[src/hdl/autoclass_cfg.svh]
// Constants of the autoclass power-limit block: command offsets, field positions,
// reset values, margin bands, class ceilings and timing counts.
// Assumes a 125 MHz system clock and 0.5 W per power count.
`ifndef AUTOCLASS_CFG_SVH
`define AUTOCLASS_CFG_SVH

`define ASSIGNED_CLASS_ADDR0  8'h4c
`define AUTOCLASS_CTRL_ADDR   8'h50
`define AUTOCLASS_POWER_ADDR0 8'h51
`define AUTOCLASS_CTRL_RESET  8'h00
`define MEAS_REQ_LSB          4
`define AUTO_ADJ_LSB          0
`define READ_DEFAULT          8'h00

// Margin band edges in 0.5 W counts; a value on an edge takes the upper band.
`define BAND1_TOP 9'h025
`define BAND2_TOP 9'h033
`define BAND3_TOP 9'h049
`define BAND4_TOP 9'h05a
`define BAND5_TOP 9'h067
`define BAND6_TOP 9'h074
`define BAND7_TOP 9'h07e
`define BAND8_TOP 9'h088
`define BAND9_TOP 9'h092
`define MARGIN_B1  9'h001
`define MARGIN_B2  9'h002
`define MARGIN_B3  9'h004
`define MARGIN_B4  9'h006
`define MARGIN_B5  9'h008
`define MARGIN_B6  9'h00a
`define MARGIN_B7  9'h00c
`define MARGIN_B8  9'h00e
`define MARGIN_B9  9'h010
`define MARGIN_B10 9'h012

// Upper end of each assigned class range in 0.5 W counts.
`define CEIL_CLS1  9'h008
`define CEIL_CLS2  9'h00e
`define CEIL_CLS3  9'h01e
`define CEIL_CLS4  9'h03c
`define CEIL_CLS5S 9'h05a
`define CEIL_CLS6S 9'h078
`define CEIL_CLS7S 9'h096
`define CEIL_CLS8S 9'h0b4
`define CEIL_CLS5D 9'h05a

`define CLK_KHZ          125000
`define MEAS_START_MS    10
`define MEAS_CLEAR_MS    1
`define ADJUST_MS        5
`define CLASS_REPORT_MS  5
`define MEAS_START_CYC   (`MEAS_START_MS * `CLK_KHZ)
`define MEAS_CLEAR_CYC   (`MEAS_CLEAR_MS * `CLK_KHZ)
`define ADJUST_CYC       (`ADJUST_MS * `CLK_KHZ)
`define CLASS_REPORT_CYC (`CLASS_REPORT_MS * `CLK_KHZ)

`endif

[src/hdl/autoclass_pkg.sv]
// Types of the autoclass power-limit block: class codes, channel vectors, states.
// Assumes four channels grouped in two ports of two channels.
package autoclass_pkg;

  typedef enum logic [3:0] {
    CLS_UNKNOWN = 4'h0,
    CLS_1       = 4'h1,
    CLS_2       = 4'h2,
    CLS_3       = 4'h3,
    CLS_4       = 4'h4,
    CLS_0       = 4'h6,
    CLS_5S      = 4'h8,
    CLS_6S      = 4'h9,
    CLS_7S      = 4'ha,
    CLS_8S      = 4'hb,
    CLS_5D      = 4'hd
  } class_code_t;

  typedef enum logic [2:0] {
    ST_IDLE = 3'b001,
    ST_MEAS = 3'b010,
    ST_ADJ  = 3'b100
  } meas_state_t;

  typedef logic [3:0]       chan_t;
  typedef logic [1:0]       port_t;
  typedef logic [3:0][3:0]  code_arr_t;
  typedef logic [3:0][6:0]  power_arr_t;
  typedef logic [3:0][8:0]  pair_lim_t;
  typedef logic [1:0][8:0]  four_lim_t;

  // Any reserved code maps to unknown.
  function automatic logic [3:0] legal_prev_class(input logic [3:0] code);
    logic [3:0] res;
    res = 4'h0;
    case (code)
      4'h0, 4'h1, 4'h2, 4'h3, 4'h4, 4'h6, 4'h8, 4'h9, 4'ha, 4'hb, 4'hd: res = code;
      default: res = 4'h0;
    endcase
    return res;
  endfunction

endpackage

[src/hdl/limit_calc_if.sv]
// Carrier between the top and its margin and limit leaves.
// Assumes the user side drives power and class and reads limit and fits.
`timescale 1ns/10ps
`default_nettype none
interface limit_calc_if #(parameter int W = 9);
  logic [W-1:0] power;
  logic [W-1:0] margin;
  logic [3:0]   classCode;
  logic [W-1:0] limit;
  logic         fits;
  modport table_side (input power, output margin);
  modport judge_side (input power, input margin, input classCode, output limit, output fits);
  modport user       (output power, output classCode, input limit, input fits);
endinterface
`default_nettype wire

[src/hdl/margin_table.sv]
// Margin lookup: measured power in 0.5 W counts to the required surplus.
// Assumes power is zero-extended into the interface width.
`timescale 1ns/10ps
`default_nettype none
`include "autoclass_cfg.svh"
module margin_table (
  limit_calc_if.table_side calc
);
  // RULE15 RULE24 banded margin
  always_comb begin
    if (calc.power < `BAND1_TOP) calc.margin = `MARGIN_B1;
    else if (calc.power < `BAND2_TOP) calc.margin = `MARGIN_B2;
    else if (calc.power < `BAND3_TOP) calc.margin = `MARGIN_B3;
    else if (calc.power < `BAND4_TOP) calc.margin = `MARGIN_B4;
    else if (calc.power < `BAND5_TOP) calc.margin = `MARGIN_B5;
    else if (calc.power < `BAND6_TOP) calc.margin = `MARGIN_B6;
    else if (calc.power < `BAND7_TOP) calc.margin = `MARGIN_B7;
    else if (calc.power < `BAND8_TOP) calc.margin = `MARGIN_B8;
    else if (calc.power < `BAND9_TOP) calc.margin = `MARGIN_B9;
    else calc.margin = `MARGIN_B10;
  end
endmodule // margin_table
`default_nettype wire

[src/hdl/limit_judge.sv]
// Limit judge: power plus margin, and whether it stays inside the class range.
// Assumes the class code is an assigned class; unknown never fits.
`timescale 1ns/10ps
`default_nettype none
`include "autoclass_cfg.svh"
module limit_judge (
  limit_calc_if.judge_side calc
);
  logic [8:0] ceiling;

  // RULE21 class range check
  always_comb begin
    ceiling = 9'h000;
    case (calc.classCode)
      4'h1: ceiling = `CEIL_CLS1;
      4'h2: ceiling = `CEIL_CLS2;
      4'h3: ceiling = `CEIL_CLS3;
      4'h4: ceiling = `CEIL_CLS4;
      4'h8: ceiling = `CEIL_CLS5S;
      4'h9: ceiling = `CEIL_CLS6S;
      4'ha: ceiling = `CEIL_CLS7S;
      4'hb: ceiling = `CEIL_CLS8S;
      4'hd: ceiling = `CEIL_CLS5D;
      default: ceiling = 9'h000;
    endcase
    calc.limit = calc.power + calc.margin;
    calc.fits  = (ceiling != 9'h000) && (calc.limit <= ceiling);
  end
endmodule // limit_judge
`default_nettype wire

[src/hdl/autoclass_power_limit_control.sv]
// Classification reporting and autoclass power-limit control for four channels.
// Assumes the command port, channel status and measurement engine share sys_clk.
// Notes on behaviour
// RULE1 - Previous class codes follow the class table; reserved codes read as unknown.
// RULE2 - Assigned class is the level powered with, from the allocation setting.
// RULE3 - Single-signature four-pair: both channels share class; flag only measured channel.
// RULE4 - Dual-signature four-pair: each channel reports its own assigned class.
// RULE5 - A class 0 load is recorded with assigned class 3 when powered.
// RULE6 - Manual mode channels get no assigned class; host sets policing itself.
// RULE7 - One-finger 15.4 W turn-on in semi-auto stores the prior 3-finger class.
// RULE8 - Host trusts previous class only in semi-auto with detect and class on.
// RULE9 - Control register: requests in bits 7-4, auto-adjust in 3-0, RW, reset zero.
// RULE10 - A set measurement request starts the measurement within 10 ms.
// RULE11 - Request bit clears within 1 ms after the measured power is updated.
// RULE12 - Requests set before turn-on are ignored and cleared at turn-on.
// RULE13 - With auto-adjust on, limits update within 5 ms after the window ends.
// RULE14 - With auto-adjust off the host adjusts limits using the margin table.
// RULE15 - Margin steps from 0.5 W below 18.5 W up to 9 W above 73 W.
// RULE16 - Two-pair or dual-signature: each pair-set limit becomes its power plus margin.
// RULE17 - Single-signature four-pair limit is both powers summed plus margin.
// RULE18 - Single-signature results leave the pair-set limits unchanged.
// RULE19 - One auto-adjust bit of a single-signature port still updates four-pair limit.
// RULE20 - One request bit alone on a single-signature port completes no measurement.
// RULE21 - Limits stay unchanged when power plus margin exceeds the class range.
// RULE22 - Channel power registers are read-only 7-bit, bit 7 zero, reset zero.
// RULE23 - Measured power is the engine's peak average result at 0.5 W per count.
// RULE24 - Power in a gap or on a band edge takes the higher band margin.
`timescale 1ns/10ps
`default_nettype none
`include "autoclass_cfg.svh"
module autoclass_power_limit_control #(
  parameter int START_CYC = `MEAS_START_CYC,
  parameter int CLEAR_CYC = `MEAS_CLEAR_CYC
) (
  input  wire logic                     sys_clk,
  input  wire logic                     arst_n,
  input  wire logic [7:0]               regAddr,
  input  wire logic                     regWr,
  input  wire logic [7:0]               regWrData,
  input  wire logic                     regRd,
  output logic [7:0]                    regRdData,
  input  wire autoclass_pkg::chan_t     chOn,
  input  wire autoclass_pkg::chan_t     powerOnPulse,
  input  wire autoclass_pkg::chan_t     manualMode,
  input  wire autoclass_pkg::chan_t     semiAuto,
  input  wire autoclass_pkg::chan_t     detectEnable,
  input  wire autoclass_pkg::chan_t     classEnable,
  input  wire autoclass_pkg::chan_t     classZero,
  input  wire autoclass_pkg::chan_t     oneFinger,
  input  wire autoclass_pkg::code_arr_t allocClass,
  input  wire autoclass_pkg::code_arr_t prevClassIn,
  input  wire autoclass_pkg::port_t     fourPairPort,
  input  wire autoclass_pkg::port_t     singleSig,
  input  wire autoclass_pkg::chan_t     classDone,
  output autoclass_pkg::chan_t          classCompleteSet,
  output autoclass_pkg::chan_t          acStart,
  input  wire autoclass_pkg::chan_t     acWindowDone,
  input  wire autoclass_pkg::power_arr_t acPowerIn,
  input  wire autoclass_pkg::chan_t     pairLimitWr,
  input  wire autoclass_pkg::port_t     fourLimitWr,
  input  wire logic [8:0]               limitWrData,
  output autoclass_pkg::pair_lim_t      pairLimit,
  output autoclass_pkg::four_lim_t      fourLimit
);
  import autoclass_pkg::*;

  logic [7:0]  ctrl_r;
  logic [7:0]  ctrlNxt;
  code_arr_t   assigned_class_code_r;
  code_arr_t   previous_class_code_r;
  power_arr_t  power_r;
  pair_lim_t   pairLimit_r;
  four_lim_t   fourLimit_r;
  chan_t       acStart_r;
  chan_t       classComplete_r;
  chan_t       chOnPrev_r;
  chan_t       single4p;
  chan_t       startGo;
  chan_t       inAdj;
  chan_t       pairFits;
  pair_lim_t   pairCalcLimit;
  port_t       fourFits;
  four_lim_t   fourCalcLimit;
  meas_state_t st_r [4];
  logic [7:0]  rdData_r;
  logic        ctrlWr;

  assign ctrlWr           = regWr && (regAddr == `AUTOCLASS_CTRL_ADDR);
  assign regRdData        = rdData_r;
  assign acStart          = acStart_r;
  assign classCompleteSet = classComplete_r;
  assign pairLimit        = pairLimit_r;
  assign fourLimit        = fourLimit_r;

  // RULE9 RULE11 RULE12 control register
  always_comb begin
    ctrlNxt = ctrl_r;
    for (int c = 0; c < 4; c++) begin
      // A software write in the same cycle as a hardware clear wins.
      if (ctrlWr) begin
        ctrlNxt[`MEAS_REQ_LSB + c] = regWrData[`MEAS_REQ_LSB + c];
        ctrlNxt[`AUTO_ADJ_LSB + c] = regWrData[`AUTO_ADJ_LSB + c];
      end else if (inAdj[c] || powerOnPulse[c]) begin
        ctrlNxt[`MEAS_REQ_LSB + c] = 1'b0;
      end
    end
  end

  always_ff @(posedge sys_clk or negedge arst_n) begin
    if (!arst_n) begin
      ctrl_r <= `AUTOCLASS_CTRL_RESET;
    end else begin
      ctrl_r <= ctrlNxt;
    end
  end

  always_ff @(posedge sys_clk or negedge arst_n) begin
    if (!arst_n) begin
      rdData_r <= `READ_DEFAULT;
    end else if (regRd) begin
      // RULE22 read-only power view
      if (regAddr >= `AUTOCLASS_POWER_ADDR0 && regAddr < `AUTOCLASS_POWER_ADDR0 + 8'h04) begin
        rdData_r <= {1'b0, power_r[2'(regAddr - `AUTOCLASS_POWER_ADDR0)]};
      end else if (regAddr >= `ASSIGNED_CLASS_ADDR0 && regAddr < `AUTOCLASS_CTRL_ADDR) begin
        rdData_r <= {assigned_class_code_r[2'(regAddr - `ASSIGNED_CLASS_ADDR0)],
                     previous_class_code_r[2'(regAddr - `ASSIGNED_CLASS_ADDR0)]};
      end else if (regAddr == `AUTOCLASS_CTRL_ADDR) begin
        rdData_r <= ctrl_r;
      end else begin
        rdData_r <= `READ_DEFAULT;
      end
    end
  end

  always_ff @(posedge sys_clk or negedge arst_n) begin
    if (!arst_n) begin
      chOnPrev_r      <= 4'h0;
      classComplete_r <= 4'h0;
    end else begin
      chOnPrev_r      <= chOn;
      // RULE3 flag on measured channel
      classComplete_r <= classDone;
    end
  end

  for (genvar c = 0; c < 4; c++) begin : g_chan
    localparam int P = c / 2;
    localparam int Q = c ^ 1;
    limit_calc_if #(.W(9)) pairIf ();
    logic [20:0] waitCnt_r;
    logic [20:0] clrCnt_r;
    logic [3:0]  ownClass;
    logic [3:0]  mateClass;

    assign single4p[c]      = fourPairPort[P] && singleSig[P];
    assign inAdj[c]         = (st_r[c] == ST_ADJ);
    // RULE20 paired request needed
    assign startGo[c]       = (st_r[c] == ST_IDLE) && chOn[c] && !powerOnPulse[c]
                              && ctrl_r[`MEAS_REQ_LSB + c] && !acWindowDone[c]
                              && (!single4p[c] || ctrl_r[`MEAS_REQ_LSB + Q]);
    assign pairIf.power     = {2'b00, power_r[c]};
    assign pairIf.classCode = assigned_class_code_r[c];
    assign pairFits[c]      = pairIf.fits;
    assign pairCalcLimit[c] = pairIf.limit;

    margin_table u_margin (.calc(pairIf));
    limit_judge  u_judge  (.calc(pairIf));

    // RULE2 RULE5 RULE6 assigned class source
    always_comb begin
      ownClass  = manualMode[c] ? CLS_UNKNOWN : (classZero[c] ? CLS_3 : allocClass[c]);
      mateClass = manualMode[Q] ? CLS_UNKNOWN : (classZero[Q] ? CLS_3 : allocClass[Q]);
    end

    always_ff @(posedge sys_clk or negedge arst_n) begin
      if (!arst_n) begin
        assigned_class_code_r[c] <= CLS_UNKNOWN;
        previous_class_code_r[c] <= CLS_UNKNOWN;
      end else if (chOnPrev_r[c] && !chOn[c]) begin
        assigned_class_code_r[c] <= CLS_UNKNOWN;
        previous_class_code_r[c] <= CLS_UNKNOWN;
      end else begin
        // RULE3 RULE4 class per signature type
        if (powerOnPulse[c]) begin
          assigned_class_code_r[c] <= ownClass;
        end else if (single4p[c] && powerOnPulse[Q]) begin
          assigned_class_code_r[c] <= mateClass;
        end
        // RULE1 RULE7 previous class capture
        if (powerOnPulse[c]) begin
          if (semiAuto[c] && detectEnable[c] && classEnable[c] && oneFinger[c]) begin
            previous_class_code_r[c] <= legal_prev_class(prevClassIn[c]);
          end else begin
            previous_class_code_r[c] <= CLS_UNKNOWN;
          end
        end
      end
    end

    // RULE10 RULE11 measurement sequence
    always_ff @(posedge sys_clk or negedge arst_n) begin
      if (!arst_n) begin
        st_r[c]      <= ST_IDLE;
        acStart_r[c] <= 1'b0;
      end else begin
        acStart_r[c] <= startGo[c];
        case (st_r[c])
          ST_IDLE: begin
            if (acWindowDone[c]) st_r[c] <= ST_ADJ;
            else if (startGo[c]) st_r[c] <= ST_MEAS;
          end
          ST_MEAS: begin
            if (acWindowDone[c]) st_r[c] <= ST_ADJ;
            else if (!chOn[c]) st_r[c] <= ST_IDLE;
          end
          ST_ADJ:  st_r[c] <= ST_IDLE;
          default: st_r[c] <= ST_IDLE;
        endcase
      end
    end

    // RULE23 store engine result
    always_ff @(posedge sys_clk or negedge arst_n) begin
      if (!arst_n) begin
        power_r[c] <= 7'h00;
      end else if (acWindowDone[c]) begin
        power_r[c] <= acPowerIn[c];
      end
    end

    always_ff @(posedge sys_clk or negedge arst_n) begin
      if (!arst_n) begin
        pairLimit_r[c] <= 9'h000;
      end else if (pairLimitWr[c]) begin
        pairLimit_r[c] <= limitWrData;
      // RULE13 RULE16 RULE18 RULE21 pair-set update
      end else if (inAdj[c] && ctrl_r[`AUTO_ADJ_LSB + c] && !single4p[c] && pairFits[c]) begin
        pairLimit_r[c] <= pairCalcLimit[c];
      end
    end

    // Helper counters only watch the deadlines; the logic itself acts within a cycle.
    always_ff @(posedge sys_clk or negedge arst_n) begin
      if (!arst_n) begin
        waitCnt_r <= 21'h000000;
        clrCnt_r  <= 21'h000000;
      end else begin
        // Counts cycles of a startable request that has not yet left idle.
        waitCnt_r <= (st_r[c] == ST_IDLE && chOn[c] && ctrl_r[`MEAS_REQ_LSB + c]
                      && (!single4p[c] || ctrl_r[`MEAS_REQ_LSB + Q]))
                     ? waitCnt_r + 21'h000001 : 21'h000000;
        // Counts cycles from a stored result until the request bit drops.
        clrCnt_r  <= acWindowDone[c] ? 21'h000001
                     : ((clrCnt_r != 21'h000000) && ctrl_r[`MEAS_REQ_LSB + c] && !ctrlWr)
                     ? clrCnt_r + 21'h000001 : 21'h000000;
      end
    end

    a_start_deadline: assert property (@(posedge sys_clk) disable iff (!arst_n) // RULE10
      waitCnt_r < 21'(START_CYC)) else $error("request not started in time");
    a_start_pulse: assert property (@(posedge sys_clk) disable iff (!arst_n) // RULE10
      startGo[c] |=> acStart_r[c] && st_r[c] == ST_MEAS) else $error("no start");
    a_req_self_clear: assert property (@(posedge sys_clk) disable iff (!arst_n) // RULE11
      acWindowDone[c] ##1 !ctrlWr |=> !ctrl_r[`MEAS_REQ_LSB + c]) else $error("req kept");
    a_clear_deadline: assert property (@(posedge sys_clk) disable iff (!arst_n) // RULE11
      clrCnt_r < 21'(CLEAR_CYC)) else $error("request not cleared in time");
    a_turnon_clear: assert property (@(posedge sys_clk) disable iff (!arst_n) // RULE12
      powerOnPulse[c] && !ctrlWr |=> !ctrl_r[`MEAS_REQ_LSB + c]) else $error("stale req");
    a_power_capture: assert property (@(posedge sys_clk) disable iff (!arst_n) // RULE23
      acWindowDone[c] |=> power_r[c] == $past(acPowerIn[c])) else $error("power lost");
    a_class_zero: assert property (@(posedge sys_clk) disable iff (!arst_n) // RULE5
      powerOnPulse[c] && !manualMode[c] && classZero[c] && chOn[c]
      |=> assigned_class_code_r[c] == CLS_3) else $error("class 0 not 3");
    a_manual_none: assert property (@(posedge sys_clk) disable iff (!arst_n) // RULE6
      powerOnPulse[c] && manualMode[c] && chOn[c] |=> assigned_class_code_r[c] == CLS_UNKNOWN)
      else $error("manual got class");
    a_single_mate: assert property (@(posedge sys_clk) disable iff (!arst_n) // RULE3
      powerOnPulse[c] && !powerOnPulse[Q] && single4p[c] && chOn[c] && chOn[Q]
      |=> assigned_class_code_r[Q] == assigned_class_code_r[c]) else $error("mate class");
    a_single_pair_kept: assert property (@(posedge sys_clk) disable iff (!arst_n) // RULE18
      inAdj[c] && single4p[c] && !pairLimitWr[c] |=> $stable(pairLimit_r[c]))
      else $error("pair limit moved");
    a_pair_update: assert property (@(posedge sys_clk) disable iff (!arst_n) // RULE16
      inAdj[c] && !single4p[c] && ctrl_r[`AUTO_ADJ_LSB + c] && pairFits[c] && !pairLimitWr[c]
      |=> pairLimit_r[c] == $past(pairCalcLimit[c])) else $error("pair not set");
    a_nofit_kept: assert property (@(posedge sys_clk) disable iff (!arst_n) // RULE21
      inAdj[c] && !pairFits[c] && !pairLimitWr[c] |=> $stable(pairLimit_r[c]))
      else $error("limit out of range");
    a_lone_request: assert property (@(posedge sys_clk) disable iff (!arst_n) // RULE20
      single4p[c] && !ctrl_r[`MEAS_REQ_LSB + Q] |=> !acStart_r[c]) else $error("lone start");
  end

  for (genvar p = 0; p < 2; p++) begin : g_port
    limit_calc_if #(.W(9)) fourIf ();
    logic adjAny;
    logic adjEnable;

    // RULE17 summed port power
    assign fourIf.power     = {2'b00, power_r[2*p]} + {2'b00, power_r[2*p+1]};
    assign fourIf.classCode = assigned_class_code_r[2*p];
    assign fourFits[p]      = fourIf.fits;
    assign fourCalcLimit[p] = fourIf.limit;
    assign adjAny           = inAdj[2*p] || inAdj[2*p+1];
    // RULE19 either auto-adjust bit suffices
    assign adjEnable        = ctrl_r[`AUTO_ADJ_LSB + 2*p] || ctrl_r[`AUTO_ADJ_LSB + 2*p+1];

    margin_table u_margin (.calc(fourIf));
    limit_judge  u_judge  (.calc(fourIf));

    always_ff @(posedge sys_clk or negedge arst_n) begin
      if (!arst_n) begin
        fourLimit_r[p] <= 9'h000;
      end else if (fourLimitWr[p]) begin
        fourLimit_r[p] <= limitWrData;
      // RULE13 RULE17 RULE21 four-pair update
      end else if (adjAny && adjEnable && single4p[2*p] && fourFits[p]) begin
        fourLimit_r[p] <= fourCalcLimit[p];
      end
    end

    a_four_update: assert property (@(posedge sys_clk) disable iff (!arst_n) // RULE19
      adjAny && adjEnable && single4p[2*p] && fourFits[p] && !fourLimitWr[p]
      |=> fourLimit_r[p] == $past(fourCalcLimit[p])) else $error("four-pair not set");
  end

  a_power_bit7: assert property (@(posedge sys_clk) disable iff (!arst_n) // RULE22
    regRd && regAddr == `AUTOCLASS_POWER_ADDR0 |=> regRdData == {1'b0, $past(power_r[0])})
    else $error("power view wrong");
endmodule // autoclass_power_limit_control
`default_nettype wire

[config.mk]
export PLATFORM = sky130hd
export DESIGN_NAME = autoclass_power_limit_control
export DESIGN_NICKNAME = d
export VERILOG_FILES = /design/src/hdl/autoclass_pkg.sv /design/src/hdl/limit_calc_if.sv /design/src/hdl/margin_table.sv /design/src/hdl/limit_judge.sv /design/src/hdl/autoclass_power_limit_control.sv
export VERILOG_INCLUDE_DIRS = /design/src /design/src/hdl
export SDC_FILE = /design/constraint.sdc
export NUM_CORES = 1
export LEC_CHECK = 0
export ABC_AREA = 1
export ABC_CLOCK_PERIOD_IN_PS = 4100
export BUFFER_PORTS_ARGS = -buffer_cell sky130_fd_sc_hd__clkbuf_2
export CORE_UTILIZATION = 52
export CTS_CLUSTER_DIAMETER = 120
export DETAILED_ROUTE_END_ITERATION = 16
export HOLD_SLACK_MARGIN = 0.06
export PLACE_DENSITY = 0.78
export SKIP_CTS_REPAIR_TIMING = 1
export SLEW_MARGIN = 10
export SYNTH_ARGS = -nofsm -noshare
export SYNTH_HDL_FRONTEND = slang
export SYNTH_SLANG_ARGS = --single-unit
[constraint.sdc]
create_clock -name sys_clk -period 4.1 [get_ports sys_clk]
set_input_delay 0.615 -clock sys_clk [delete_from_list [all_inputs] [get_ports sys_clk]]
set_output_delay 0.615 -clock sys_clk [all_outputs]
set_load 0.01 [all_outputs]
* Yosys cells after proc, flatten, opt, wreduce, memory -nomap -nowiden
Memory sizes are Yosys's and may differ from the RTL's.
Index checks and enable logic that the tools add are counted.
W data, S select, Z words.
** Storage, ports and cells
- Memories kept :: 6
- Register bits after elaboration :: 154
- Word-level logic and storage cells :: 447
- ROM bits :: 672
- Output and inout bits :: 70
** Memory list
- (name not given) :: words 16, width 7, rd ports 1, clocked after memory_dff 0, wr ports 0, RTL line limit_judge.sv:14 : case (calc.classCode)
- (name not given) :: words 16, width 7, rd ports 1, clocked after memory_dff 0, wr ports 0, RTL line limit_judge.sv:14
- (name not given) :: words 16, width 7, rd ports 1, clocked after memory_dff 0, wr ports 0, RTL line limit_judge.sv:14
- (name not given) :: words 16, width 7, rd ports 1, clocked after memory_dff 0, wr ports 0, RTL line limit_judge.sv:14
- (name not given) :: words 16, width 7, rd ports 1, clocked after memory_dff 0, wr ports 0, RTL line limit_judge.sv:14
- (name not given) :: words 16, width 7, rd ports 1, clocked after memory_dff 0, wr ports 0, RTL line limit_judge.sv:14
** Cells by class
- $add $sub $neg :: 10
- Multiplexer cells :: 139
- Magnitude comparators :: 66
- Equal/unequal tests :: 61
- Reductions and logical operators :: 131
** Operators with widths (count)
- $mux W9 :: 60
- $mux W4 :: 38
- $lt A7 B7 Y1 const B :: 20
- $lt A8 B7 Y1 const B :: 12
- $eq A4 B4 Y1 const B :: 20
- $logic_and A1 B1 Y1 :: 69
- $lt A7 B8 Y1 const B :: 8
- $lt A7 B6 Y1 const B :: 8
- $le A9 B9 Y1 :: 6
- $reduce_bool A9 Y1 :: 6
- $mux W3 :: 16
- $reduce_or A11 Y1 :: 4
- $add A7 B9 Y9 :: 4
- $eq A4 B2 Y1 const B :: 8
- $eq A4 B3 Y1 const B :: 8
- $lt A8 B6 Y1 const B :: 4
- $lt A8 B8 Y1 const B :: 4
- $reduce_bool A2 Y1 :: 14
- $mux W8 :: 3
- $ne A3 B3 Y1 const B :: 8
- $pmux W3 S2 :: 4
- $add A8 B9 Y9 :: 2
- $add A7 B7 Y8 :: 2
- $bmux W4 S2 :: 2
- other kinds (17) :: 77

* Depth between registers and ports, before layout
Gate-level depths: netlist of the first run.
- Depth in word-level cells :: 17
- Gate-level depth with buffers :: 37

* Hierarchy
Synthesis of the first run repeated with hierarchy kept, for this count alone.
** Unflattened totals
- Cells, all modules :: 2048
- Area, all modules :: 14247.4 um^2
** By module, submodules not included
- autoclass_power_limit_control :: seq. area each 3858.7 um^2, cells each 1070, times used 1, area each 8625.8 um^2
- limit_judge :: seq. area each 0.0 um^2, cells each 102, times used 6, area each 643.1 um^2
- margin_table at g_chan[0].u_margin ... :: seq. area each 0.0 um^2, cells each 61, times used 5, area each 292.8 um^2
- margin_table at g_port[1].u_margin :: seq. area each 0.0 um^2, cells each 61, times used 1, area each 299.0 um^2

* Worst setup path after synthesis of the first run
Ideal clock, no wire load.
- Path kind :: reg2reg
- Start :: register power_r (netlist bit g_chan[0].pairIf.power[0])
- End :: register fourLimit_r (netlist bit fourLimit[8])
- Path slack :: -0.364 ns
- Library setup time :: 0.126 ns
- Cell stages (with the launch flop) :: 32
- Arrival time :: 4.338 ns
- Cells stage by stage :: dfrtp_1 ha_1 fa_1 nand2_1 nand2_2 nand3_1 nand2_2 inv_1 o21ai_0 a21oi_1 inv_1 o211ai_1 nand2_1 nand2_1 nand2_1 fa_1 nand3b_1 and2_1 inv_1 nand3_1 nand2_1 nand2_1 and2_1 ha_1 nand2_1 nor4_1 o21ai_1 nand2_1 nand2_2 buf_6 nand2_1 o21ai_0
** On the way
- Word-level cells in the longest chain between the ends :: 16
** Ends and longest elaborated chain
- start, declared :: RTL line autoclass_power_limit_control.sv:71 : power_arr_t power_r;
- start signal, assigned by index :: RTL line autoclass_power_limit_control.sv:227 : power_r[c] <= acPowerIn[c];
- $add A7 B7 Y8 (*) :: RTL line autoclass_power_limit_control.sv:299 : assign fourIf.power = {2'b00, power_r[2*p]} + {2'b00, power_r[2*p+1]};
- $lt A8 B8 Y1 (no line)
- $mux W2 :: RTL line margin_table.sv:19 : else if (calc.power < `BAND9_TOP) calc.margin = `MARGIN_B9;
- $mux W9 :: RTL line margin_table.sv:18 : else if (calc.power < `BAND8_TOP) calc.margin = `MARGIN_B8;
- $mux W9 :: RTL line margin_table.sv:17 : else if (calc.power < `BAND7_TOP) calc.margin = `MARGIN_B7;
- $mux W9 :: RTL line margin_table.sv:16 : else if (calc.power < `BAND6_TOP) calc.margin = `MARGIN_B6;
- $mux W9 :: RTL line margin_table.sv:15 : else if (calc.power < `BAND5_TOP) calc.margin = `MARGIN_B5;
- $mux W9 :: RTL line margin_table.sv:14 : else if (calc.power < `BAND4_TOP) calc.margin = `MARGIN_B4;
- $mux W9 :: RTL line margin_table.sv:13 : else if (calc.power < `BAND3_TOP) calc.margin = `MARGIN_B3;
- $mux W9 :: RTL line margin_table.sv:12 : else if (calc.power < `BAND2_TOP) calc.margin = `MARGIN_B2;
- $mux W9 :: RTL line margin_table.sv:11 : if (calc.power < `BAND1_TOP) calc.margin = `MARGIN_B1;
- $add A8 B9 Y9 (*) :: RTL line limit_judge.sv:26 : calc.limit = calc.power + calc.margin;
- $le A9 B9 Y1 :: RTL line limit_judge.sv:27 : calc.fits = (ceiling != 9'h000) && (calc.limit <= ceiling);
- $logic_and A1 B1 Y1 :: RTL line limit_judge.sv:27
- $logic_and A1 B1 Y1 :: RTL line autoclass_power_limit_control.sv:316 : end else if (adjAny && adjEnable && single4p[2*p] && fourFits[p]) begin
- $reduce_bool A2 Y1 (no line)
- end signal, assigned by index :: RTL line autoclass_power_limit_control.sv:314 : fourLimit_r[p] <= limitWrData;
- end signal, assigned by index :: RTL line autoclass_power_limit_control.sv:317 : fourLimit_r[p] <= fourCalcLimit[p];
- end, declared :: RTL line autoclass_power_limit_control.sv:73 : four_lim_t fourLimit_r;
Mark *: on every way between the ends. The rest lies on a longest branch, timed or not. The select of a mux whose other input is x is not followed.
A chain may end at the register's enable or synchronous reset.

* Worst setup path in the final report of the first run
- Start :: register power_r (netlist bit g_chan[2].pairIf.power[0])
- End :: register fourLimit_r (netlist bit fourLimit[15])
Same word-level chain as after synthesis.

==> results of run 1 <==
-- cell usage in the layout, fill, tap and decap left out, drive strengths merged, types with 2 or more instances in the layout --
| cell | n |
|---|---|
| o2111ai | 4 |
| a221oi | 2 |
| buf | 125 |
| dfstp | 4 |
| nand3b | 6 |
| nor3 | 31 |
| xnor2 | 4 |
| nor4 | 7 |
| inv | 241 |
| o32ai | 2 |
| a31oi | 16 |
| o31ai | 9 |
| dfrtp | 150 |
| nand3 | 83 |
| and2 | 4 |
| clkinv | 7 |
| a2111oi | 2 |
| o221ai | 4 |
| o211ai | 30 |
| clkbuf | 226 |
| a21o | 2 |
| a211oi | 12 |
| or2 | 5 |
| o22ai | 31 |
| o21ai | 175 |
| nor2 | 113 |
| fa | 8 |
| nand4 | 24 |
| ha | 83 |
| a21oi | 123 |
| o21bai | 2 |
| clkinvlp | 2 |
| nand2 | 361 |
| o21a | 4 |
| xor2 | 22 |
-- critical path, delay by kind of cell (launching register included) --
kind / cells / cell delay [ns]
compound gates: 9 / 1.31
simple gates: 16 / 1.25
fa+ha+maj: 4 / 1.12
flops: 1 / 0.43
buf+inv: 3 / 0.25
-- worst paths after layout --
path,depth (start not counted),slack [ns],start,endpoint
max,32,-0.40,g_chan[2].pairIf.power[0],fourLimit[15]
min in group asynchronous,1,0.29,arst_n,acStart[1]
min,1,0.27,classDone[3],classCompleteSet[3]
max reg2reg,32,-0.40,g_chan[2].pairIf.power[0],fourLimit[15]
min reg2reg,2,0.48,fourLimit[16],fourLimit[16]
max in group asynchronous,2,3.00,arst_n,fourLimit[10]
-- state kept, by name, summed over array words and instances, names as in the netlist --
register,cells
st_r,12
previous_class_code_r,16
pairLimit,36
g_chan.pairIf.power,28
acStart,4
g_chan.pairIf.classCode,16
fourLimit,18
regRdData,8
ctrl_r,8
classCompleteSet,4
chOnPrev_r,4
-- synthesized netlist by cell type, types with 24 or more instances --
library cell / count / area (um2)
sky130_fd_sc_hd__nand2_1: 348 / 1310
sky130_fd_sc_hd__o211ai_1: 29 / 218
sky130_fd_sc_hd__o22ai_1: 31 / 194
sky130_fd_sc_hd__inv_1: 231 / 867
sky130_fd_sc_hd__a21oi_1: 122 / 611
sky130_fd_sc_hd__nor3_1: 29 / 145
sky130_fd_sc_hd__o21ai_0: 163 / 816
sky130_fd_sc_hd__dfrtp_1: 150 / 3750
sky130_fd_sc_hd__nand3_1: 82 / 410
sky130_fd_sc_hd__ha_1: 83 / 1040
sky130_fd_sc_hd__nand4_1: 24 / 150
sky130_fd_sc_hd__nor2_1: 109 / 409
-- cells by family (layout without fill, tap and decap cells) --
logic type | Yosys count | after routing | synth area share [%]
buf+inv | 265 | 602 | 8.88
flops | 154 | 154 | 33.5
compound gates | 426 | 426 | 21.3
fa+ha+maj | 91 | 91 | 10.4
simple gates | 635 | 635 | 23.8
xor+xnor | 26 | 26 | 2.11
-- per-layer routing --
layer / wire (um) / GRT usage (%) / vias up
met2: 16700 / 50.2 / 579
met1: 15500 / 41.9 / 5891
met5: 0 / 0 / -
li1: - / - / 6083
met3: 2790 / 5.00 / 65
met4: 812 / 10.5 / 0
-- cell type report --
type,instances,area (um2)
clock inverter,14,148
fill,1782,6810
tap,280,350
multi-input combinational,1178,7210
clock buffer,18,439
inverter,237,892
timing repair buffer,333,2050
sequential,154,3860
-- power by group --
part	leakage [uW]	internal (uW)	switching, uW	total [uW]
Clock	0.000286	877	731	1610
Sequential	0.00191	1720	155	1870
Combinational	0.00538	1590	2000	3590
Total	0.00758	4190	2890	7070
-- per-stage QoR --
stage	setup TNS [ns]	hold WS (ns)	setup slack, ns	total power, uW	utilization, %
after floorplan	-1.01	0.319	-0.129	3760	-
after global placement	-3.31	0.457	-0.238	4900	62.8
after detailed placement	-6.11	0.467	-0.364	4990	62.8
after CTS	-6.34	0.270	-0.393	6600	65.5
after global routing	-13.44	0.273	-0.728	7550	68.7
final	-6.28	0.273	-0.396	7070	68.7
==> results.env, run 1 <==
SYNTH_SEQ_CELLS=154
TIMING.CRITICAL_PATH.FROM_TYPE='flip-flop'
CHIPHEIGHT_UM=151
CRITICAL_PATH.ENDPOINT_TYPE='flip-flop'
COREAREA_MM2=0.0218
COUNT_OF_FLIP_FLOPS_WITH_A_BUILT_IN_ENABLE_AFTER_SYNTHESIS=0
TIMING_HOLD_VIOLATIONS_FINAL=0
POST-ROUTE-PERIOD-UTIL_PCT=110
DRV.MAX_CAP_VIOLATION_COUNT=0
DRC_ERRORS=0
SYNTH_ASYNC_RESET_RATIO_PCT=100
ANTENNA_CELLS_INSERTED=0
DESIGN_AREA_MM2=0.0149
NUMBER_OF_MAX_SLEW_VIOLATIONS_IN_THE_FINAL_REPORT=0
CRITICALPATHCATEGORY='reg -> reg'
DETAILEDROUTE.FIRSTPASSITERATIONCOUNT=5
NUM-NETS-FINAL=2151
OUTCOME='finished with violations'
CTS_MAX_PATH_BUFFERS=2
CLOCK_SKEW_NS=0.0137
MAXIMUM_NUMBER_OF_PINS_ON_ONE_NET_BEFORE_GLOBAL_ROUTE_REPAIR=106
TOTAL_GLOBAL_ROUTING_TRACK_UTILIZATION_PCT=30.9
ANTENNA_FOUND_INITIAL=0
LAYOUT_MIN_CYCLE_TIME_NS=4.50
DPL_CELLS=2163
CTS.ROOT.BUFFER_CELL='sky130_fd_sc_hd__clkbuf_16'
CRIT_ARRIVAL_NS=4.82
WORST-ENDPOINT-REQUIRED_NS=4.43
VIAS_IN_THE_FIRST_GLOBAL_ROUTE=11326
NUMCTSBUFFERS=17
CTS.SINK_COUNT=154
INITIAL_CORE_UTIL_PCT=53.0
TIMING_WORST_SLEW_PIN_VALUE_NS=0.987
CTS_TREE='done'
CLK_TRANSITION_REPORTED_PATHS_NS=0.07
AREAGROWTHSYNTHTOFINISH_PCT=29.7
VIAS=12618
YOSYS_MOST_USED_DFF='sky130_fd_sc_hd__dfrtp_1'
POSTPLACECELLAREA_MM2=0.0137
SYN_INST=1597
WORST_HOLD_PATH_TYPE='in -> reg'
SYNTH.YOSYS.SEQ_AREA_SHARE_PCT=33.5
POWER.LEAKAGE_uW=0.00758
FIRST_ITER_VIOLATIONS=829
CTS.HTREE.LEVELS=4
SHARE_OF_POST_ROUTE_CELLS_WITH_DRIVE_STRENGTH_ABOVE_1_PCT=27.6
DIE_WIDTH_UM=151
TOTAL_LENGTH_OF_ROUTED_WIRES_UM=35800
POSTSYNTHAREAPERCELL_UM2=7.22
GLOBAL_ROUTE_WIRE_LENGTH_BEFORE_REPAIR_UM=55300
CP_MAX_FO=6
SLEW_HEADROOM_PCT=34.2
MAX_CLOCK_FREQ_GHz=0.222
SYNTH.YOSYS.WARNINGS=0
FAILED_CHECKS='setup timing'
SYNTH_AREA_MM2=0.0115
CRITPATHMAXSTAGEDELAY_NS=0.43
FINAL.SETUP.WORST_SLACK_NS=-0.396
UNREPAIRED_SETUP_ENDPOINTS_AFTER_GLOBAL_ROUTING='yes'
NUM_IO_PINS=209
DETAIL_ROUTE.VIAS_PER_CELL=5.70
IRDROPWORSTVDD_uV=256
PWR_DENS_mW_PER_MM2=473
FINISH.CELL_COUNT_WITHOUT_FILLERS=2214
TIMING.CRITICAL_PATH.MODE_CELL='sky130_fd_sc_hd__nand2_1'
PORTBUFFERS=208
SYN_NETS=1827
PER_CELL_ROUTED_WIRE_LENGTH_UM=16.2
PLACEMENTROWS=54
CPMAXSTAGEDELAYCELL='sky130_fd_sc_hd__dfrtp_1'
POSTROUTEANTENNANETS=0
GRT_REMAINING_OVERFLOW=0
DESIGN.DIE.AREA_MM2=0.0228
TIMING.FINAL.SETUP_VIOLATIONS=18
GLOBALPLACE.CONGESTION=0.975
CLOCK_LATENCY_REPORTED_FOR_THE_LATE_SIDE_OF_THE_WORST_SKEW_PAIR_NS=0.44
DETAILED_PLACEMENT_WIRELENGTH_ESTIMATE_UM=27300
SYNTHDISTINCTLIBCELLS=62
(Power assumes the default switching activity.)
==> run 2: changes to the inputs <==
- ABC_CLOCK_PERIOD_IN_PS: 4100 -> 3800
- clock period: 4.1 -> 3.8 ns (I/O delays scaled with it)
==> run 2 against run 1 <==
  * The flow still finishes with violations (setup timing)
  * Non-clock buffer count increased by 30
  * Largest power group unchanged
  * Critical path depth unchanged
  * Power increased by 11%
  * Worst hold slack got worse by 0.19 ns
  * Final cell count increased by 1.4%
  * First-iteration DRC count increased by 8.7%
  * Critical endpoint is now fourLimit[2]
  * Final area increased by 3.6%
  * Count of clock-buffer cells in the layout decreased by 1
  * Critical path type unchanged
  * Global-route usage decreased by 0.080 points
  * Flip-flop and latch count unchanged
==> results.env, run 2 (same netlist as run 1, synthesis figures left out) <==
TIMING_WORST_SLEW_PIN_VALUE_NS=0.811  # -0.176 ns
DESIGN_AREA_MM2=0.0155  # +3.6%
DETAILEDPLACE.WORSTSLACK_NS=-0.722  # -0.358 ns
POWER.LEAKAGE_uW=0.00775  # +2.2%
VIAS=12743  # +0.99%
VIAS_IN_THE_FIRST_GLOBAL_ROUTE=11238  # -0.78%
CRITICAL_PATH.ENDPOINT_TYPE='flip-flop'
CHIPHEIGHT_UM=151  # unchanged
TIMING_HOLD_VIOLATIONS_FINAL=0  # unchanged
POST-ROUTE-PERIOD-UTIL_PCT=121  # +11 points
POSTPLACECELLAREA_MM2=0.0139  # +1.6%
GLOBALPLACE.CONGESTION=0.956  # -1.9%
DRC_ERRORS=0  # unchanged
POSTROUTEANTENNANETS=0  # unchanged
COREAREA_MM2=0.0218  # unchanged
CTS_TREE='done'
DETAILEDROUTE.FIRSTPASSITERATIONCOUNT=7  # +2
WORSTREG2REGSTART='g_chan[0].pairIf.power[0]'
CTS.ROOT.BUFFER_CELL='sky130_fd_sc_hd__clkbuf_16'
GRT_REMAINING_OVERFLOW=0  # unchanged
NUMBER_OF_MAX_SLEW_VIOLATIONS_IN_THE_FINAL_REPORT=0  # unchanged
LAYOUT.CELLS.MOST_COMMON_LIST='sky130_fd_sc_hd__nand2_1 (307), sky130_fd_sc_hd__inv_1 (215), sky130_fd_sc_hd__clkbuf_2 (207)'
FINAL.SETUP.WORST_SLACK_NS=-0.797  # -0.401 ns
IRDROPWORSTVDD_uV=269  # +5.1%
CRITPATHMAXSTAGEDELAY_NS=0.41  # -0.02 ns
CTS_MAX_PATH_BUFFERS=2  # unchanged
GLOBAL_ROUTE_WIRE_LENGTH_BEFORE_REPAIR_UM=54700  # -1.1%
WORST_HOLD_PATH_TYPE='in -> async'
LAYOUT_MIN_CYCLE_TIME_NS=4.60  # +0.101 ns
FILL_CELLS=1739  # -2.4%
INITIAL_CORE_UTIL_PCT=53.0  # unchanged
CP_MAX_FO=6  # unchanged
FINAL_UTIL_PCT=71.2  # +2.5 points
MAXIMUM_NUMBER_OF_PINS_ON_ONE_NET_BEFORE_GLOBAL_ROUTE_REPAIR=69  # -35%
DESIGN.DIE.AREA_MM2=0.0228  # unchanged
CLK_TRANSITION_REPORTED_PATHS_NS=0.07  # about the same
RRSETUPSLACK_NS=-0.80  # -0.40 ns
TOTAL_GLOBAL_ROUTING_TRACK_UTILIZATION_PCT=30.9  # -0.080 points
CPMAXSTAGEDELAYCELL='sky130_fd_sc_hd__dfrtp_1'
CRITICALPATHCATEGORY='reg -> reg'
DETAILED_PLACEMENT_WIRELENGTH_ESTIMATE_UM=27600  # +1.3%
CLOCK_LATENCY_REPORTED_FOR_THE_LATE_SIDE_OF_THE_WORST_SKEW_PAIR_NS=0.44  # about the same
NUM_IO_PINS=209  # unchanged
SHARE_OF_POST_ROUTE_CELLS_WITH_DRIVE_STRENGTH_ABOVE_1_PCT=31.4  # +3.8 points
MOST_COMMON_CELL_AFTER_LAYOUT_FILL_AND_TAPS_ASIDE='sky130_fd_sc_hd__nand2_1'
NUM-NETS-FINAL=2182  # +1.4%
DRV.MAX_CAP_VIOLATION_COUNT=0  # unchanged
SLEW_HEADROOM_PCT=45.5  # +11 points
CRIT_ARRIVAL_NS=4.91  # +0.09 ns
PWR_DENS_mW_PER_MM2=506  # +6.9%
CRITICAL_PATH.TOP_DELAY_FAMILY='simple AND/OR/NAND/NOR gates'
TIMING.CRITICAL_PATH.MODE_CELL='sky130_fd_sc_hd__nand2_2'
PER_CELL_ROUTED_WIRE_LENGTH_UM=16.5  # +1.7%
TOTAL_LENGTH_OF_ROUTED_WIRES_UM=37000  # +3.2%
RR_ENDPOINT='fourLimit[2]'
FIRST_ITER_VIOLATIONS=901  # +8.7%
MULTIINPUTGATEAREA_MM2=0.00750  # +4.0%
TIMING.CRITICAL_PATH.FROM_TYPE='flip-flop'
PORTBUFFERS=208  # unchanged
ANTENNA_FOUND_INITIAL=0  # unchanged
CTS.SINK_COUNT=154  # unchanged
CLOCK_SKEW_NS=0.0133  # -0.000391 ns
DETAIL_ROUTE.VIAS_PER_CELL=5.68  # -0.40%
DIE_WIDTH_UM=151  # unchanged
TIMING.FINAL.SETUP_VIOLATIONS=24  # +6
UNREPAIRED_SETUP_ENDPOINTS_AFTER_GLOBAL_ROUTING='yes'
OUTCOME='finished with violations'
FIN_TNS_SETUP_NS=-12.70  # -6.42 ns
TIMING.REG2REG.WORST_PATH_DEPTH=32  # unchanged
ANTENNA_CELLS_INSERTED=0  # unchanged
LARGEST_REGISTER_FF_COUNT=36  # unchanged
CTS.HTREE.LEVELS=4  # unchanged
FINAL-SEQ-AREA_MM2=0.00386  # about the same
WORST-ENDPOINT-REQUIRED_NS=4.12  # -0.31 ns
WORST-PATH-BUF-INV=3  # unchanged
MAX_CLOCK_FREQ_GHz=0.218  # -2.2%
NUMCTSBUFFERS=17  # unchanged
AREAGROWTHSYNTHTOFINISH_PCT=34.3
PLACEMENTROWS=54  # unchanged
FAILED_CHECKS='setup timing'
[run 2: metal layers]
layer | track usage [%] | share of wire (%) | up-vias
met5 | 0 | 0 | -
met4 | 9.00 | 2.8 | 0
met3 | 4.46 | 7.7 | 76
met2 | 50.4 | 47 | 598
met1 | 42.4 | 43 | 5944
li1 | - | - | 6125
[run 2: area by class of cell]
class                           count  area share (%)
Multi-Input combinational cell   1179            48.5
Sequential cell                   154            24.9
Timing Repair Buffer              363            14.7
Inverter                          237            5.83
Clock buffer                       17            2.75
Tap cell                          280            2.26
Clock inverter                     15            1.01
[run 2: how the worst max path moves through the flow]
stage / slack [ns] / cells past startpoint / startpoint / end
2_1_floorplan: -0.43 / 36 / g_chan[1].pairIf.power[0] / fourLimit[2]
3_3_place_gp: -0.53 / 36 / g_chan[1].pairIf.power[0] / fourLimit[8]
3_5_place_dp: -0.72 / 32 / g_chan[1].pairIf.power[0] / fourLimit[8]
4_1_cts: -0.73 / 32 / g_chan[1].pairIf.power[0] / fourLimit[8]
5_1_grt: -1.10 / 37 / g_chan[1].pairIf.power[0] / fourLimit[2]
6_report: -0.80 / 32 / g_chan[0].pairIf.power[0] / fourLimit[2]
[run 2: power by group]
| group | switching, uW | internal [uW] |
|---|---|---|
| Clock | 783 | 926 |
| Combinational | 2280 | 1830 |
| Sequential | 162 | 1850 |
[run 2: worst register-to-register path, delay by kind of cell (launching register included)]
family / cells / cell delay, ns
simple gates: 17 / 1.64
compound gates: 8 / 0.99
flops: 1 / 0.41
fa+ha+maj: 4 / 1.13
buf+inv: 3 / 0.31
[run 2: through the flow]
step	hold slack, ns	cells	total power (uW)
final	0.0803	2245	7830
after CTS	0.109	2217	7160
after floorplan	0.274	1597	4100
after detailed placement	0.459	2185	5440
after global routing	0.125	2245	8370
after global placement	0.457	2185	5350
==> run 3: changes to the inputs <==
- CORE_UTILIZATION: 52 -> 54
- SYNTH_HIERARCHICAL: default -> 1
==> run 3 against run 2 <==
  * The run still ends with setup timing left
  * Combinational power up 12%
  * Synthesized cell count up 28%
  * Register-to-register slack about the same
  * Critical endpoint is now fourLimit[10]
  * Highest routed layer unchanged
==> results.env, run 3 <==
OUTCOME='finished with violations'
FAILED_CHECKS='setup timing'
WORST_HOLD_PATH_TYPE='in -> async'
MOST_COMMON_CELL_AFTER_LAYOUT_FILL_AND_TAPS_ASIDE='sky130_fd_sc_hd__nand2_1'
YOSYS_MOST_USED_DFF='sky130_fd_sc_hd__dfrtp_1'
CLK_TRANSITION_REPORTED_PATHS_NS=0.08  # about the same
WORSTREG2REGSTART='g_chan[2].pairIf.power[0]'
CTS_MAX_PATH_BUFFERS=2  # unchanged
SLEW_HEADROOM_PCT=54.2  # +8.7 points
CHIPHEIGHT_UM=164  # +9.0%
INITIAL_CORE_UTIL_PCT=54.8  # +1.8 points
CTS.HTREE.LEVELS=4  # unchanged
RRSETUPSLACK_NS=-0.78  # about the same
FINAL.SETUP.WORST_SLACK_NS=-0.784  # +0.0123 ns
GLOBALPLACE.CONGESTION=0.963  # +0.65%
SYNTH_TOP_CELLS_BY_COUNT='sky130_fd_sc_hd__nand2_1 (543), sky130_fd_sc_hd__inv_1 (267), sky130_fd_sc_hd__nor2_1 (171), sky130_fd_sc_hd__dfrtp_1 (150), sky130_fd_sc_hd__a21oi_1 (127)'
TOTAL_GLOBAL_ROUTING_TRACK_UTILIZATION_PCT=30.9  # about the same
SYN_INST=2048  # +28%
PLACEMENTROWS=59  # +9.3%
SHARE_OF_POST_ROUTE_CELLS_WITH_DRIVE_STRENGTH_ABOVE_1_PCT=28.1  # -3.3 points
DETAILED_PLACEMENT_WIRELENGTH_ESTIMATE_UM=32500  # +18%
WORST-PATH-BUF-INV=5  # +2
SYNTHDISTINCTLIBCELLS=46  # -26%
CTS_TREE='done'
CRITICAL_PATH.ENDPOINT_TYPE='flip-flop'
TOTAL_LENGTH_OF_ROUTED_WIRES_UM=43200  # +17%
MAX_CLOCK_FREQ_GHz=0.218  # +0.27%
GLOBAL_ROUTE_WIRE_LENGTH_BEFORE_REPAIR_UM=65900  # +20%
LAYOUT_MIN_CYCLE_TIME_NS=4.58  # -0.0123 ns
FILL_CELLS=2144  # +23%
IRDROPWORSTVDD_uV=299  # +11%
LAYOUT.CELLS.MOST_COMMON_LIST='sky130_fd_sc_hd__nand2_1 (518), sky130_fd_sc_hd__inv_1 (258), sky130_fd_sc_hd__clkbuf_2 (207)'
FIN_TOTAL_PWR_uW=8550  # +9.2%
DETAILEDROUTE.FIRSTPASSITERATIONCOUNT=5  # -2
SYNTH_SEQ_CELLS=154  # unchanged
NUM-NETS-FINAL=2682  # +23%
CRITICAL_PATH.TOP_DELAY_FAMILY='simple AND/OR/NAND/NOR gates'
ANTENNA_FOUND_INITIAL=0  # unchanged
YOSYSMOSTFREQUENTCELL='sky130_fd_sc_hd__nand2_1'
AREAGROWTHSYNTHTOFINISH_PCT=27.6
DESIGN.DIE.AREA_MM2=0.0270  # +19%
SYNTH_AREA_LEADER='sky130_fd_sc_hd__dfrtp_1'
CP_NUM_CELLS=35  # +9.4%
SYNTH.YOSYS.WARNINGS=6  # +6
CLOCK_SKEW_NS=0.0144  # +0.00112 ns
RR_ENDPOINT='fourLimit[10]'
PORTBUFFERS=208  # unchanged
CRITPATHMAXSTAGEDELAY_NS=0.38  # -0.03 ns
CTS.ROOT.BUFFER_CELL='sky130_fd_sc_hd__clkbuf_16'
VIAS=15011  # +18%
PER_CELL_ROUTED_WIRE_LENGTH_UM=15.5  # -5.6%
VIAS_IN_THE_FIRST_GLOBAL_ROUTE=13734  # +22%
POWER.LEAKAGE_uW=0.00985  # +27%
DRV.MAX_CAP_VIOLATION_COUNT=0  # unchanged
CELL_TYPES_WITH_THE_LARGEST_AREA_SHARE_AFTER_SYNTHESIS='sky130_fd_sc_hd__dfrtp_1 (26%), sky130_fd_sc_hd__nand2_1 (14%), sky130_fd_sc_hd__ha_1 (9.4%)'
SYNTH_ASYNC_RESET_RATIO_PCT=100  # unchanged
FIRST_ITER_VIOLATIONS=1132  # +26%
PWR_DENS_mW_PER_MM2=470  # -7.1%
NUMBER_OF_MAX_SLEW_VIOLATIONS_IN_THE_FINAL_REPORT=0  # unchanged
TIMING_WORST_SLEW_PIN_VALUE_NS=0.687  # -0.124 ns
SYNTH_AREA_MM2=0.0142  # +24%
CRITICALPATHCATEGORY='reg -> reg'
SYNTH.YOSYS.SEQ_AREA_SHARE_PCT=27.1  # -6.4 points
CRIT_ARRIVAL_NS=4.96  # +0.05 ns
COREAREA_MM2=0.0260  # +19%
CTS.SINK_COUNT=154  # unchanged
COUNT_OF_FLIP_FLOPS_WITH_A_BUILT_IN_ENABLE_AFTER_SYNTHESIS=0  # unchanged
TIMING_HOLD_VIOLATIONS_FINAL=0  # unchanged
TIMING.CRITICAL_PATH.FROM_TYPE='flip-flop'
TIMING.FINAL.SETUP_VIOLATIONS=54  # +130%
POSTROUTEANTENNANETS=0  # unchanged
WORST-ENDPOINT-REQUIRED_NS=4.17  # +0.05 ns
CPMAXSTAGEDELAYCELL='sky130_fd_sc_hd__dfrtp_1'
POSTSYNTHAREAPERCELL_UM2=6.96  # -3.6%
NUMCTSBUFFERS=17  # unchanged
HOLDWS_NS=0.118  # +0.0381 ns
CLOCK_LATENCY_REPORTED_FOR_THE_LATE_SIDE_OF_THE_WORST_SKEW_PAIR_NS=0.44  # about the same
DIE_WIDTH_UM=164  # +9.0%
MAXIMUM_NUMBER_OF_PINS_ON_ONE_NET_BEFORE_GLOBAL_ROUTE_REPAIR=84  # +22%
DETAIL_ROUTE.VIAS_PER_CELL=5.41  # -4.8%
CP_MAX_FO=6  # unchanged
GRT_REMAINING_OVERFLOW=0  # unchanged
DRC_ERRORS=0  # unchanged
NUM_IO_PINS=209  # unchanged
POST-SYNTH-TOP-AREA-FRACTION_PCT=26.3  # -6.2 points
TIMING.REG2REG.WORST_PATH_DEPTH=35  # +9.4%
LARGEST_REGISTER_FF_COUNT=36  # unchanged
TIMING.CRITICAL_PATH.MODE_CELL='sky130_fd_sc_hd__nand2_1'
UNREPAIRED_SETUP_ENDPOINTS_AFTER_GLOBAL_ROUTING='yes'
POST-ROUTE-PERIOD-UTIL_PCT=121  # -0.32 points
## run 3: worst max path at each step
stage	from	to	slack, ns
global placement	g_chan[3].pairIf.power[0]	fourLimit[12]	-0.48
finish	g_chan[2].pairIf.power[0]	fourLimit[10]	-0.78
detailed placement	g_chan[2].pairIf.power[2]	fourLimit[15]	-0.70
CTS	g_chan[2].pairIf.power[2]	fourLimit[17]	-0.73
global route	g_chan[2].pairIf.power[0]	fourLimit[10]	-1.10
floorplan	g_chan[2].pairIf.power[0]	fourLimit[10]	-0.41
## run 3: kinds of logic after synthesis
group	share of synthesized area [%]
simple gates	30.8
flops	27.1
other cells	0.184
xor+xnor	3.57
fa+ha+maj	10.5
buf+inv	10.5
mux	2.53
compound gates	14.8
## run 3: cell type report
cell class / count / area (um2) / area share (%)
clock buffer: 18 / 429 / 2.36
inverter: 288 / 1080 / 5.96
sequential: 154 / 3860 / 21.2
multi-input combinational: 1606 / 9830 / 54.1
antenna: 1 / 2.50 / 0.0138
tap: 335 / 419 / 2.30
timing repair buffer: 361 / 2380 / 13.1
clock inverter: 14 / 174 / 0.956
## run 3: layer usage
metal | wire length (um) | share of wire [%] | vias up | track usage [%]
met4 | 1250 | 2.9 | 0 | 10.9
li1 | - | - | 7362 | -
met5 | 0 | 0 | - | 0
met1 | 18800 | 44 | 6976 | 41.3
met2 | 20000 | 46 | 597 | 50.6
met3 | 3080 | 7.1 | 76 | 4.75
## run 3: metrics by stage
stage                     std cells  setup TNS, ns  setup slack (ns)  area (um2)  util, %
after floorplan                2099          -7.18            -0.406       14500        -
after global placement         2701          -8.54            -0.477       16500     63.5
after detailed placement       2701         -12.73            -0.700       16500     63.5
after CTS                      2733         -14.70            -0.733       17100     65.8
after global routing           2776         -32.83             -1.10       18200     70.0
final                          2777         -17.92            -0.784       18200     70.0
## run 3: power by group
| group | switching (uW) | leakage, uW | total [uW] | internal [uW] |
|---|---|---|---|---|
| Sequential | 246 | 0.00189 | 2120 | 1880 |
| Clock | 823 | 0.000294 | 1820 | 1000 |
| Combinational | 2600 | 0.00766 | 4610 | 2010 |
| Total | 3670 | 0.00985 | 8550 | 4880 |
## run 3: worst register-to-register path, delay by kind of cell, from the launching register on
family	cells	cell delay, ns
compound gates	4	0.66
xor+xnor	2	0.28
fa+ha+maj	4	1.18
buf+inv	5	0.38
flops	1	0.38
simple gates	20	1.65
